===== src/hw/swd_pkg.sv =====
// package: constants, modes and bus carriers for the window/timeout watchdog
package swd_pkg;

  // ****************************************
  // register map and field layout
  // ****************************************
  localparam logic [3:0] SWD_OFS_CTRL = 4'h0;
  localparam logic [3:0] SWD_OFS_INT = 4'h4;
  localparam logic [3:0] SWD_OFS_STAT = 4'h8;
  localparam logic [3:0] SWD_OFS_TIMER = 4'hC;
  localparam int SWD_NWP_LSB = 0;
  localparam int SWD_NWP_W = 3;
  localparam int SWD_WMC_BIT = 3;
  localparam int SWD_MODE_LSB = 4;
  localparam int SWD_PIN_BIT = 7;
  localparam int SWD_CI_BIT = 0;
  localparam int SWD_EXT_BIT = 1;
  localparam int SWD_CAUSE_LSB = 4;
  localparam logic [2:0] SWD_NWP_DEFAULT = 3'h4;
  localparam logic [4:0] SWD_CAUSE_NONE = 5'h00;
  localparam logic [1:0] SWD_RESP_OKAY = 2'h0;
  localparam logic [1:0] SWD_RESP_SLVERR = 2'h2;

  // ****************************************
  // timing
  // ****************************************
  localparam int SWD_CLK_HZ = 10000000;
  localparam int SWD_MS_PER_S = 1000;
  localparam int SWD_TICKS_PER_MS = SWD_CLK_HZ / SWD_MS_PER_S;
  localparam int SWD_BASE_PERIOD_MS = 8;
  localparam int SWD_DEFAULT_PERIOD_MS = 128;

  // ****************************************
  // types
  // ****************************************
  typedef enum logic [2:0] {
    SWD_WD_OFF = 3'b001,
    SWD_WD_WINDOW = 3'b010,
    SWD_WD_TIMEOUT = 3'b100
  } swd_wd_mode_t;

  typedef enum logic [2:0] {
    SWD_CHIP_OFF = 3'h0,
    SWD_CHIP_OVERTEMP = 3'h1,
    SWD_CHIP_SLEEP = 3'h2,
    SWD_CHIP_STANDBY = 3'h3,
    SWD_CHIP_NORMAL = 3'h4
  } swd_chip_mode_t;

  typedef struct packed {
    logic awvalid;
    logic [31:0] awaddr;
    logic wvalid;
    logic [31:0] wdata;
    logic [3:0] wstrb;
    logic bready;
    logic arvalid;
    logic [31:0] araddr;
    logic rready;
  } swd_axi_req_t;

  typedef struct packed {
    logic awready;
    logic wready;
    logic bvalid;
    logic [1:0] bresp;
    logic arready;
    logic rvalid;
    logic [31:0] rdata;
    logic [1:0] rresp;
  } swd_axi_rsp_t;

  // period in clock cycles: code 100 gives 8 << 4 = 128 ms
  function automatic logic [31:0] swd_period_cycles(input logic [2:0] code,
                                                   input logic [31:0] ticks);
    logic [31:0] ms;
    ms = 32'(SWD_BASE_PERIOD_MS) << code;
    return 32'(ms * ticks);
  endfunction : swd_period_cycles

endpackage : swd_pkg


===== src/hw/swd_watchdog.sv =====
// module: watchdog with window, timeout and off modes behind an AXI4-Lite slave
`timescale 1ns/100ps

// Summary of operation
// - writing one clears a pending interrupt flag
// - timer runs from the always-on clock
// - three modes: window, timeout, off
// - period field selects period, default 128 ms
// - every control write outside off mode is a trigger
// - window: trigger in first half resets
// - window: trigger in second half restarts
// - timeout: any trigger before overflow restarts
// - overflow after full period without trigger
// - window overflow causes system reset
// - timeout overflow with flag pending resets
// - disable pin change in normal/standby resets
// - mode bit change in normal resets
// - watchdog reset restores period code 100
// - disable pin high turns watchdog off
// - mode bit one in standby turns off
// - pending interrupt re-enables watchdog from bit
// - standby mode-bit write ignored while interrupts pending
// - window mode: pin low, normal, bit zero
// - timeout overflow without flag sets flag
// - timeout mode: standby/0 or normal/1
// - off in off, overtemp, sleep chip modes
module swd_watchdog #(
  parameter logic [31:0] TICKS_PER_MS = 32'(swd_pkg::SWD_TICKS_PER_MS)
) (
  input wire logic i_clk_sys,
  input wire logic i_sys_rst,
  input wire swd_pkg::swd_axi_req_t i_axi,
  output swd_pkg::swd_axi_rsp_t o_axi,
  input wire swd_pkg::swd_chip_mode_t i_chip_mode,
  input wire logic i_wd_disable_pin,
  input wire logic i_ext_irq_pending,
  output logic o_wd_rst_pulse,
  output logic o_cyclic_irq_flag
);

  // ****************************************
  // state
  // ****************************************
  swd_pkg::swd_axi_rsp_t axi_reg;
  logic aw_have_reg;
  logic w_have_reg;
  logic [3:0] waddr_reg;
  logic waddr_ok_reg;
  logic [31:0] wdata_reg;
  logic [3:0] wstrb_reg;
  logic [2:0] period_sel_reg;
  logic wd_mode_ctrl_reg;
  logic cyclic_irq_flag_reg;
  logic [31:0] timer_reg;
  logic pin_prev_reg;
  logic pin_seen_reg;
  swd_pkg::swd_wd_mode_t mode_prev_reg;
  logic [4:0] cause_reg;
  logic rst_pulse_reg;

  swd_pkg::swd_wd_mode_t wd_mode;
  logic wr_fire;
  logic wr_ctrl;
  logic wr_int;
  logic lane0;
  logic irq_any;
  logic in_normal;
  logic in_standby;
  logic [31:0] period;
  logic [31:0] half;
  logic trig;
  logic early;
  logic ovf;
  logic ovf_win;
  logic ovf_ci;
  logic ovf_set_ci;
  logic pin_change;
  logic wmc_change;
  logic wmc_blocked;
  logic wd_rst;
  logic [31:0] rdata_next;
  logic rd_ok;

  // check that a byte address is an in-range, word-aligned offset
  function automatic logic addr_ok(input logic [31:0] a);
    return (a[31:4] == 28'h0000000) && (a[1:0] == 2'b00);
  endfunction : addr_ok

  // ****************************************
  // AXI4-Lite write channels
  // ****************************************
  assign wr_fire = aw_have_reg && w_have_reg && !axi_reg.bvalid;
  assign lane0 = wstrb_reg[0];
  assign wr_ctrl = wr_fire && waddr_ok_reg && (waddr_reg == swd_pkg::SWD_OFS_CTRL);
  assign wr_int = wr_fire && waddr_ok_reg && (waddr_reg == swd_pkg::SWD_OFS_INT);

  // address and data are latched independently, in either order
  always_ff @(posedge i_clk_sys) begin
    if (i_sys_rst) begin
      aw_have_reg <= 1'b0;
      w_have_reg <= 1'b0;
      waddr_reg <= 4'h0;
      waddr_ok_reg <= 1'b0;
      wdata_reg <= 32'h00000000;
      wstrb_reg <= 4'h0;
    end else begin
      if (i_axi.awvalid && axi_reg.awready) begin
        aw_have_reg <= 1'b1;
        waddr_reg <= i_axi.awaddr[3:0];
        waddr_ok_reg <= addr_ok(i_axi.awaddr);
      end else if (wr_fire) begin
        aw_have_reg <= 1'b0;
      end
      if (i_axi.wvalid && axi_reg.wready) begin
        w_have_reg <= 1'b1;
        wdata_reg <= i_axi.wdata;
        wstrb_reg <= i_axi.wstrb;
      end else if (wr_fire) begin
        w_have_reg <= 1'b0;
      end
    end
  end

  // write response; ready drops while a channel holds an item
  always_ff @(posedge i_clk_sys) begin
    if (i_sys_rst) begin
      axi_reg.awready <= 1'b0;
      axi_reg.wready <= 1'b0;
      axi_reg.bvalid <= 1'b0;
      axi_reg.bresp <= swd_pkg::SWD_RESP_OKAY;
    end else begin
      axi_reg.awready <= !aw_have_reg && !(i_axi.awvalid && axi_reg.awready)
                         && !axi_reg.bvalid;
      axi_reg.wready <= !w_have_reg && !(i_axi.wvalid && axi_reg.wready)
                        && !axi_reg.bvalid;
      if (wr_fire) begin
        axi_reg.bvalid <= 1'b1;
        axi_reg.bresp <= waddr_ok_reg ? swd_pkg::SWD_RESP_OKAY : swd_pkg::SWD_RESP_SLVERR;
      end else if (i_axi.bready) begin
        axi_reg.bvalid <= 1'b0;
      end
    end
  end

  // ****************************************
  // AXI4-Lite read channels
  // ****************************************
  // read mux; reserved bits read zero
  always_comb begin
    rdata_next = 32'h00000000;
    rd_ok = addr_ok(i_axi.araddr);
    case (i_axi.araddr[3:0])
      swd_pkg::SWD_OFS_CTRL: begin
        rdata_next[swd_pkg::SWD_NWP_LSB +: swd_pkg::SWD_NWP_W] = period_sel_reg;
        rdata_next[swd_pkg::SWD_WMC_BIT] = wd_mode_ctrl_reg;
        rdata_next[swd_pkg::SWD_MODE_LSB +: 3] = wd_mode;
        rdata_next[swd_pkg::SWD_PIN_BIT] = i_wd_disable_pin;
      end
      swd_pkg::SWD_OFS_INT: begin
        rdata_next[swd_pkg::SWD_CI_BIT] = cyclic_irq_flag_reg;
        rdata_next[swd_pkg::SWD_EXT_BIT] = i_ext_irq_pending;
      end
      swd_pkg::SWD_OFS_STAT: begin
        rdata_next[2:0] = i_chip_mode;
        rdata_next[swd_pkg::SWD_CAUSE_LSB +: 5] = cause_reg;
      end
      swd_pkg::SWD_OFS_TIMER: rdata_next = timer_reg;
      default: rd_ok = 1'b0;
    endcase
  end

  // one read at a time, answered the cycle after the address is taken
  always_ff @(posedge i_clk_sys) begin
    if (i_sys_rst) begin
      axi_reg.arready <= 1'b0;
      axi_reg.rvalid <= 1'b0;
      axi_reg.rdata <= 32'h00000000;
      axi_reg.rresp <= swd_pkg::SWD_RESP_OKAY;
    end else begin
      axi_reg.arready <= !axi_reg.rvalid && !(i_axi.arvalid && axi_reg.arready);
      if (i_axi.arvalid && axi_reg.arready) begin
        axi_reg.rvalid <= 1'b1;
        axi_reg.rdata <= rd_ok ? rdata_next : 32'h00000000;
        axi_reg.rresp <= rd_ok ? swd_pkg::SWD_RESP_OKAY : swd_pkg::SWD_RESP_SLVERR;
      end else if (i_axi.rready) begin
        axi_reg.rvalid <= 1'b0;
      end
    end
  end

  // ****************************************
  // mode selection
  // ****************************************
  assign in_normal = (i_chip_mode == swd_pkg::SWD_CHIP_NORMAL);
  assign in_standby = (i_chip_mode == swd_pkg::SWD_CHIP_STANDBY);
  assign irq_any = cyclic_irq_flag_reg || i_ext_irq_pending;

  always_comb begin
    // bit set in standby is off
    if (i_wd_disable_pin || !(in_normal || in_standby)
        || (in_standby && wd_mode_ctrl_reg)) begin
      wd_mode = swd_pkg::SWD_WD_OFF;
    end else if (in_normal && !wd_mode_ctrl_reg) begin
      wd_mode = swd_pkg::SWD_WD_WINDOW;
    end else begin
      wd_mode = swd_pkg::SWD_WD_TIMEOUT;
    end
  end

  // ****************************************
  // watchdog events
  // ****************************************
  // code-to-period table
  assign period = swd_pkg::swd_period_cycles(period_sel_reg, TICKS_PER_MS);
  assign half = period >> 1;
  // any control write outside off mode is a trigger
  assign trig = wr_ctrl && (wd_mode != swd_pkg::SWD_WD_OFF);
  assign early = trig && (wd_mode == swd_pkg::SWD_WD_WINDOW) && (timer_reg < half);
  // full period without trigger; >= copes with a shortened period
  assign ovf = (wd_mode != swd_pkg::SWD_WD_OFF) && !trig && (timer_reg >= period - 32'h1);
  assign ovf_win = ovf && (wd_mode == swd_pkg::SWD_WD_WINDOW);
  assign ovf_ci = ovf && (wd_mode == swd_pkg::SWD_WD_TIMEOUT) && cyclic_irq_flag_reg;
  assign ovf_set_ci = ovf && (wd_mode == swd_pkg::SWD_WD_TIMEOUT) && !cyclic_irq_flag_reg;
  // pin edge in normal or standby
  assign pin_change = pin_seen_reg && (i_wd_disable_pin != pin_prev_reg)
                      && (in_normal || in_standby);
  // standby mode-bit write blocked while interrupts pend
  assign wmc_blocked = in_standby && irq_any;
  // accepted bit change in normal mode
  assign wmc_change = wr_ctrl && lane0 && in_normal
                      && (wdata_reg[swd_pkg::SWD_WMC_BIT] != wd_mode_ctrl_reg);
  assign wd_rst = early || ovf_win || ovf_ci || pin_change || wmc_change;

  // ****************************************
  // timer
  // ****************************************
  // counts the always-running system clock
  always_ff @(posedge i_clk_sys) begin
    if (i_sys_rst) begin
      timer_reg <= 32'h00000000;
      mode_prev_reg <= swd_pkg::SWD_WD_OFF;
    end else begin
      mode_prev_reg <= wd_mode;
      if (wd_mode == swd_pkg::SWD_WD_OFF || mode_prev_reg == swd_pkg::SWD_WD_OFF) begin
        timer_reg <= 32'h00000000;
      end else if (trig || ovf || wd_rst) begin
        timer_reg <= 32'h00000000;
      end else begin
        timer_reg <= timer_reg + 32'h1;
      end
    end
  end

  // ****************************************
  // control register fields
  // ****************************************
  // period select, default 128 ms
  always_ff @(posedge i_clk_sys) begin
    if (i_sys_rst) begin
      period_sel_reg <= swd_pkg::SWD_NWP_DEFAULT;
    end else if (wd_rst) begin
      period_sel_reg <= swd_pkg::SWD_NWP_DEFAULT;
    end else if (wr_ctrl && lane0) begin
      period_sel_reg <= wdata_reg[swd_pkg::SWD_NWP_LSB +: swd_pkg::SWD_NWP_W];
    end
  end

  // mode-control bit
  always_ff @(posedge i_clk_sys) begin
    if (i_sys_rst) begin
      wd_mode_ctrl_reg <= 1'b0;
    end else if (wr_ctrl && lane0 && !wmc_blocked) begin
      wd_mode_ctrl_reg <= wdata_reg[swd_pkg::SWD_WMC_BIT];
    // pending interrupt re-enables from standby off
    end else if (in_standby && wd_mode_ctrl_reg && irq_any) begin
      wd_mode_ctrl_reg <= 1'b0;
    end
  end

  // write one clears; a same-cycle set wins
  always_ff @(posedge i_clk_sys) begin
    if (i_sys_rst) begin
      cyclic_irq_flag_reg <= 1'b0;
    end else if (ovf_set_ci) begin
      cyclic_irq_flag_reg <= 1'b1;
    end else if (wr_int && lane0 && wdata_reg[swd_pkg::SWD_CI_BIT]) begin
      cyclic_irq_flag_reg <= 1'b0;
    end
  end

  // pin history; first sample after reset is a strap, not an edge
  always_ff @(posedge i_clk_sys) begin
    if (i_sys_rst) begin
      pin_prev_reg <= 1'b0;
      pin_seen_reg <= 1'b0;
    end else begin
      pin_prev_reg <= i_wd_disable_pin;
      pin_seen_reg <= 1'b1;
    end
  end

  // reset request pulse and last cause
  always_ff @(posedge i_clk_sys) begin
    if (i_sys_rst) begin
      rst_pulse_reg <= 1'b0;
      cause_reg <= swd_pkg::SWD_CAUSE_NONE;
    end else begin
      rst_pulse_reg <= wd_rst;
      if (wd_rst) begin
        cause_reg <= {wmc_change, pin_change, ovf_ci, ovf_win, early};
      end
    end
  end

  assign o_axi = axi_reg;
  assign o_wd_rst_pulse = rst_pulse_reg;
  assign o_cyclic_irq_flag = cyclic_irq_flag_reg;

  // ****************************************
  // checks
  // ****************************************
  chk_early_trig: assert property (@(posedge i_clk_sys) disable iff (i_sys_rst)
    early |=> o_wd_rst_pulse && cause_reg[0])
    else $error("early trigger gave no reset");
  chk_open_trig: assert property (@(posedge i_clk_sys) disable iff (i_sys_rst)
    (trig && wd_mode == swd_pkg::SWD_WD_WINDOW && timer_reg >= half
      && !pin_change && !wmc_change) |=> !o_wd_rst_pulse && timer_reg == 32'h0)
    else $error("open window trigger gave reset");
  chk_trig_restart: assert property (@(posedge i_clk_sys) disable iff (i_sys_rst)
    trig |=> timer_reg == 32'h0)
    else $error("trigger did not restart timer");
  chk_window_ovf: assert property (@(posedge i_clk_sys) disable iff (i_sys_rst)
    ovf_win |=> o_wd_rst_pulse && period_sel_reg == swd_pkg::SWD_NWP_DEFAULT)
    else $error("window overflow gave no reset");
  chk_ci_reset: assert property (@(posedge i_clk_sys) disable iff (i_sys_rst)
    ovf_ci |=> o_wd_rst_pulse && cause_reg[2])
    else $error("overflow with flag gave no reset");
  chk_ci_set: assert property (@(posedge i_clk_sys) disable iff (i_sys_rst)
    ovf_set_ci |=> o_cyclic_irq_flag && !o_wd_rst_pulse)
    else $error("timeout overflow did not set flag");
  chk_pin_edge: assert property (@(posedge i_clk_sys) disable iff (i_sys_rst)
    (pin_seen_reg && $changed(i_wd_disable_pin) && (in_normal || in_standby))
      |=> o_wd_rst_pulse)
    else $error("pin change gave no reset");
  chk_wmc_change: assert property (@(posedge i_clk_sys) disable iff (i_sys_rst)
    wmc_change |=> o_wd_rst_pulse && cause_reg[4])
    else $error("mode bit change gave no reset");
  chk_nwp_default: assert property (@(posedge i_clk_sys) disable iff (i_sys_rst)
    wd_rst |=> period_sel_reg == swd_pkg::SWD_NWP_DEFAULT)
    else $error("period code not restored");
  chk_pin_off: assert property (@(posedge i_clk_sys) disable iff (i_sys_rst)
    i_wd_disable_pin |-> wd_mode == swd_pkg::SWD_WD_OFF)
    else $error("pin high but watchdog running");
  chk_wmc_hold: assert property (@(posedge i_clk_sys) disable iff (i_sys_rst)
    (wr_ctrl && wmc_blocked) |=> $stable(wd_mode_ctrl_reg))
    else $error("blocked mode bit write took effect");
  chk_flag_clear: assert property (@(posedge i_clk_sys) disable iff (i_sys_rst)
    (wr_int && lane0 && wdata_reg[swd_pkg::SWD_CI_BIT] && !ovf_set_ci) |=> !o_cyclic_irq_flag)
    else $error("write one did not clear flag");
  chk_fresh_start: assert property (@(posedge i_clk_sys) disable iff (i_sys_rst)
    (mode_prev_reg == swd_pkg::SWD_WD_OFF && wd_mode != swd_pkg::SWD_WD_OFF)
      |=> timer_reg == 32'h0)
    else $error("period not fresh after off");

endmodule : swd_watchdog


===== config.mk =====
export PLATFORM = sky130hd
export DESIGN_NAME = swd_watchdog
export DESIGN_NICKNAME = d
export VERILOG_FILES = /design/src/hw/swd_pkg.sv /design/src/hw/swd_watchdog.sv
export SDC_FILE = /design/constraint.sdc
export NUM_CORES = 1
export LEC_CHECK = 0
export CAP_MARGIN = 10
export CORE_UTILIZATION = 69
export CTS_CLUSTER_DIAMETER = 50
export DETAILED_ROUTE_END_ITERATION = 6
export DONT_BUFFER_PORTS = 1
export GPL_TIMING_DRIVEN = 0
export PLACE_DENSITY_LB_ADDON = 0.1
export SLEW_MARGIN = 25
export SYNTH_ARGS = -nofsm -noshare
export SYNTH_HDL_FRONTEND = slang
export SYNTH_SLANG_ARGS = --single-unit

===== constraint.sdc =====
create_clock -name i_clk_sys -period 11.19 [get_ports i_clk_sys]
set_input_delay 0 -clock i_clk_sys [delete_from_list [all_inputs] [get_ports i_clk_sys]]
set_output_delay 0 -clock i_clk_sys [all_outputs]
set_load 0.01 [all_outputs]

---- After elaboration in Yosys (flattened, before gate mapping) ----
Index checks and enable logic that the tools add are counted.
word-level totals
  bits in registers ....................... 101
  latch bits .............................. 0
  bits in writable memories ............... 0
  bits in read-only memories .............. 0
  input port bits ......................... 112
  output and inout bits ................... 43
  logic and storage cells ................. 140
  memories ................................ 0
cells by class
  add/subtract/negate cells ............... 2
  multipliers ............................. 1
  divide/modulo/power cells ............... 0
  $lt $le $gt $ge ......................... 2
  eq/ne operators ......................... 13
  shift operators ......................... 1
  mux-type cells .......................... 24
  bitwise logic cells ..................... 0
  reduce and logical (&&, ||, !) cells .... 74
operator list
  cell                                                  count
  logical NOT 28 bit                                    2
  logical AND 1 bit                                     36
  adder 32 x 1 -> 32 bit (second input constant)        1
  greater-or-equal comparator 32 bit                    1
  < comparator 32 x 31 -> 1 bit                         1
  multiplier 32 x 10 -> 28 bit (second input constant)  1
  two-way mux 32 bit                                    1
  left shift 4 x 3 -> 32 bit (first input constant)     1
  subtractor 32 x 1 -> 32 bit (second input constant)   1
  two-way mux 23 bit                                    1
  two-way mux 1 bit                                     13
  logical NOT 1 bit                                     12
  one-hot mux 4 bit (3 select lines)                    1
  nonzero test 2 bit                                    6
  logical OR 1 bit                                      11
  equality test 4 x 3 -> 1 bit (second input constant)  2
  equality test 4 bit (second input constant)           2
  logical NOT 4 bit                                     2
  one-hot mux 2 bit (4 select lines)                    1
  equality test 3 x 1 -> 1 bit (second input constant)  2
  equality test 3 x 2 -> 1 bit (second input constant)  2
  equality test 3 bit (second input constant)           2
  two-way mux 3 bit                                     2
  logical NOT 2 bit                                     2
  8 further kinds                                       11

---- Longest topological paths before layout ----
  word-level depth ........................ 18
  depth in mapped cells ................... 27
  gate-level depth less buffers ........... 24

---- Worst setup path after synthesis ----
OpenSTA, ideal clock, no wires.
  path type ............................... register to register
  from .................................... reg period_sel_reg[1]
  to ...................................... reg period_sel_reg[2]
  library setup time ...................... 0.134 ns
  arrival ................................. 5.506 ns
  data required time ...................... 11.056 ns
  setup slack ............................. 5.550 ns
  stages on the path, launching flop included .. 25
  path buffers ............................ 2
  period minus slack after synthesis ...... 5.640 ns
  cell sequence ........................... dfxtp_1 buf_2 clkbuf_1 nor2b_1 and2_1 ha_1 ha_1 inv_1 fa_1 inv_1 ha_1 ha_1 ha_1 and2_1 o211ai_1 a21oi_1 nor2_1 xor2_1 ha_1 nor2b_1 o21ai_0 a31oi_1 o21ai_0 nand2_1 or4_1
between the ends
  longest elaborated chain between the ends .. 11
  elaborated cells on any way between the ends .. 15
  those cells by class .................... add/sub (1); mul (1); order compare (2); shift (1); reduce/logical (10)
RTL lines
  element                                                line                                      source
  start: declaration                                     swd_watchdog.sv:51                        logic [2:0] period_sel_reg;
  start signal: assignment                               swd_watchdog.sv:260                       period_sel_reg <= swd_pkg::SWD_NWP_DEFAULT;
  start signal: assignment                               swd_watchdog.sv:262                       period_sel_reg <= swd_pkg::SWD_NWP_DEFAULT;
  start signal: assignment                               swd_watchdog.sv:264                       period_sel_reg <= wdata_reg[swd_pkg::SWD_NWP_LSB +: swd_pkg::SWD_NWP_W];
  left shift 4 x 3 -> 32 bit (*)                         swd_pkg.sv:77                             ms = 32'(SWD_BASE_PERIOD_MS) << code;
  multiplier 32 x 10 -> 28 bit (*)                       swd_pkg.sv:78                             return 32'(ms * ticks);
  subtractor 32 x 1 -> 32 bit                            swd_watchdog.sv:220                       assign ovf = (wd_mode != swd_pkg::SWD_WD_OFF) && !trig && (timer_reg >= period - 32'h1);
  greater-or-equal comparator 32 bit                     swd_watchdog.sv:220
  logical AND 1 bit                                      swd_watchdog.sv:220
  logical AND 1 bit, on equally long branches            swd_watchdog.sv:221, swd_watchdog.sv:222
  logical OR 1 bit or logical AND 1 bit (tied branches)  swd_watchdog.sv:232, swd_watchdog.sv:222
  logical OR 1 bit (*) (3 in a row)                      swd_watchdog.sv:232                       assign wd_rst = early || ovf_win || ovf_ci || pin_change || wmc_change;
  OR reduction 2 bit (no source line) (*)                n/a
Mark *: on every way between the ends. The rest lies on a longest branch, timed or not.
A chain may end at the register's enable or synchronous reset.

---- Worst setup path after layout ----
  from .................................... reg period_sel_reg[1]
  to ...................................... reg cause_reg[3]
between the ends
  longest elaborated chain between the ends .. 10
  elaborated cells on any way between the ends .. 14
  those cells by class .................... add/sub (1); mul (1); order compare (2); shift (1); reduce/logical (9)
RTL lines
  element                                                line                                      source
  left shift 4 x 3 -> 32 bit (*)                         swd_pkg.sv:77
  multiplier 32 x 10 -> 28 bit (*)                       swd_pkg.sv:78
  subtractor 32 x 1 -> 32 bit                            swd_watchdog.sv:220
  greater-or-equal comparator 32 bit                     swd_watchdog.sv:220
  logical AND 1 bit                                      swd_watchdog.sv:220
  logical AND 1 bit, on equally long branches            swd_watchdog.sv:221, swd_watchdog.sv:222
  logical OR 1 bit or logical AND 1 bit (tied branches)  swd_watchdog.sv:232, swd_watchdog.sv:222
  logical OR 1 bit (*) (3 in a row)                      swd_watchdog.sv:232
  end signal: assignment                                 swd_watchdog.sv:306                       cause_reg <= swd_pkg::SWD_CAUSE_NONE;
  end signal: assignment                                 swd_watchdog.sv:310                       cause_reg <= {wmc_change, pin_change, ovf_ci, ovf_win, early};
  end: declaration                                       swd_watchdog.sv:58                        logic [4:0] cause_reg;
Marked as above.

==> flow_metrics.tcl <==
set metrics [dict create \
    setup_viol_count_final 0 \
    antenna_found_initial 0 \
    syn_area_per_cell_um2 8.69 \
    synth-seq-cells 99 \
    min_from "i_wd_disable_pin" \
    synth_top_area_share_pct 33.6 \
    worst_setup_path_end_kind "flip-flop" \
    ios 155 \
    p_clk_share_pct 37.2 \
    dieHeight_um 94.4 \
    syn_to_final_growth_pct 10.1 \
    timing.hold.ws_ns 0.0231 \
    layoutNonFillerInstCount 831 \
    leakage_uw 0.00263 \
    largest_register_ffs 39 \
    reg2reg_from "period_sel_reg[1]$_SDFFE_PP0P_" \
    wl_per_cell_um 18.1 \
    rrSetupSlack_ns 4.55 \
    fin_tns_setup_ns 0 \
    ys_seq_area_share_pct 33.6 \
    drt_iter0_drc 292 \
    numPortBuffers 0 \
    p_int_uw 485 \
    hold_viol_final 0 \
    nets 909 \
    drv_cap 0 \
    nFillCells 584 \
    hold_class "input pin to flip-flop" \
    clock_path_buffers 2 \
    netlist_top_cells_count "99 x dfxtp_1, 86 x nor2_1, 73 x ha_1" \
    ys_warn_count 0 \
    antenna_cells 0 \
    critPathRequiredTime_ns 11.42 \
    drcViolationCount 0 \
    netlist_area_um2 5890 \
    hpwl_um 11500 \
    grt_pass1_wl_um 23800 \
    stdcell_area_um2 6490 \
    switching_share_pct 23.8 \
    busiest_layer "met2" \
    grt_pass1_vias 5150 \
    pre_cts_slack_ns 4.69 \
    fin_crit_ns 6.64 \
    firstDrtPassIters 5 \
    cts.sinks 99 \
    crit_fanout 10 \
    setup_ws_ns 4.55 \
    ys_top_cells_by_area "dfxtp_1 34%, ha_1 15%, nor2_1 5.5%, xor2_1 3.9%, a22oi_1 3.8%" \
    critical_path_class "flip-flop to flip-flop" \
    slew_headroom_pct 53.0 \
    synthCells 678 \
    finalCritPeriodShare_pct 59.4 \
    ff2ff_path_depth 26 \
    synth_enable_flop_cells 0 \
    num_rows 33 \
    power_frac_seq_pct 57.5 \
    ir_drop_v 0.000112 \
    gp_congestion 0.913 \
    place_inst 793 \
    h-tree-depth 3 \
    routed-via-count 5317 \
    synth_top_area_cell "dfxtp_1" \
    combPwrFrac_pct 5.3 \
    startpoint_type "flip-flop" \
    grtUsageMet2_pct 62.4 \
    cts-buffers-inserted 9 \
    finalMaxSlewViolations 0 \
    clock.fmax_mhz 151 \
    use_met1_pct 38.9 \
    power.density_nw_per_um2 98.0 \
    skew_ns 0.0168 \
    grtUsageMet3_pct 7.89 \
    ys_types 60 \
    cts_tree "done" \
    coreArea_um2 8260 \
    crit_start "period_sel_reg[1]$_SDFFE_PP0P_" \
    viasPerCell 6.40 \
    setup.worst_path.end "cause_reg[3]$_SDFFE_PP0P_" \
    ys_dominant_reg_cell "dfxtp_1" \
    grt_max_degree 17 \
    switchingPower_uw 151 \
    tightest_slew_ns 0.687 \
    async_flop_share_pct 0 \
    reg2reg_to "cause_reg[3]$_SDFFE_PP0P_" \
    start_util_pct 71.4 \
    multi_input_area_um2 3730 \
    rsz0062_at_grt "no" \
    die_area_um2 8920 \
    final-seq-area_um2 1980 \
    synth.most_common_cell "dfxtp_1" \
    clk_latency_ns 0.36 \
    routed_wl_um 15000 \
    worstPathArrival_ns 6.87 \
    drive_above_1_share_pct 5.23 \
    path_clk_slew_ns 0.09 \
    grt.total_usage_pct 34.8 \
    cts_root_buf "clkbuf_8" \
    outcome "finished clean" \
    ant_nets 0 \
    die_w_um 94.4 \
    place_area_um2 6060 \
    gr-total-overflow 0 \
]
[power groups by stage]
stage                     combinational (uW)  sequential (uW)  clock, uW
after floorplan                         20.3              372          0
after global placement                  25.7              373          0
after detailed placement                26.4              373          0
after CTS                               32.6              365        238
after global routing                    37.2              366        254
final                                   33.9              366        237
[final cells by class]
class                   count  share of cell area, %
plain buffers              33                   2.24
clock buffers              12                   2.24
clock inverters             4                  0.906
inverters                  18                   1.12
multi-input cells         538                   57.5
flip-flops and latches     99                   30.5
well taps                 105                   2.03
repair buffers             22                   3.39
[layout by cell type, fill, tap and decap left out, types with 12 or more instances in the layout]
cell type      count
xnor2_1           18
clkbuf_1          26
o21ai_0           21
nand2_1           54
dlygate4sd3_1     22
ha_1              73
inv_1             16
nand3_1           34
and3_1            12
a21oi_1           36
nor4_1            20
nor2_1            86
a22oi_1           30
xor2_1            26
dfxtp_1           99
[cells by family (layout without fill, tap and decap cells)]
logic type / after synthesis / count (layout) / synth area share (%)
mux: 9 / 9 / 2.06
buf+inv: 51 / 89 / 3.69
fa+ha+maj: 77 / 77 / 16.7
compound gates: 131 / 131 / 15.3
simple gates: 266 / 266 / 22.0
flops: 99 / 99 / 33.6
other cells: 1 / 11 / 0.0636
xor+xnor: 44 / 44 / 6.54
[stage by stage]
stage / power, uW / utilization (%)
2_1_floorplan: 392 / -
3_3_place_gp: 399 / 73.4
3_5_place_dp: 400 / 73.4
4_1_cts: 635 / 78.6
5_1_grt: 658 / 78.6
6_report: 636 / 78.6
[critical path: stages (launching register included)]
cell and delay (ns):
dfxtp_1 0.31, buf_2 0.16, clkbuf_1 0.40, nor2b_1 0.39, and2_1 0.23, ha_1 0.25, ha_1 0.28, inv_1 0.05
fa_1 0.53, inv_1 0.05, ha_1 0.28, ha_1 0.29, ha_1 0.31, and2_1 0.18, o211ai_1 0.19, a21oi_1 0.14
o21ai_0 0.17, nand2b_1 0.12, xnor2_1 0.15, ha_1 0.28, nand4_1 0.15, nor3_1 0.34, o221ai_1 0.26, a211oi_1 0.42
o21ai_0 0.21, nand2_1 0.24, o32ai_1 0.12
[timing repair]
action / in CTS / in global routing
buffers inserted: 0 / 0
hold endpoints to repair: 24 / 0
resized for setup: 0 / 0
hold buffers: 22 / 0
[metal layers]
| metal | up-vias | share of wire, % |
|---|---|---|
| li1 | 2526 | - |
| met1 | 2484 | 39 |
| met2 | 254 | 49 |
| met3 | 53 | 7.6 |
| met4 | 0 | 3.7 |
| met5 | - | 0 |
[how the worst min path moves through the flow]
stage	endpoint	slack, ns	cells past startpoint
2_1_floorplan	o_axi[35]$_SDFF_PP0_	0.10	1
5_1_grt	mode_prev_reg[0]$_SDFF_PP1_	0.01	2
3_5_place_dp	o_axi[35]$_SDFF_PP0_	0.11	1
3_3_place_gp	o_axi[35]$_SDFF_PP0_	0.11	1
6_report	mode_prev_reg[0]$_SDFF_PP1_	0.02	2
4_1_cts	mode_prev_reg[0]$_SDFF_PP1_	0.01	2
(Power assumes the default switching activity.)
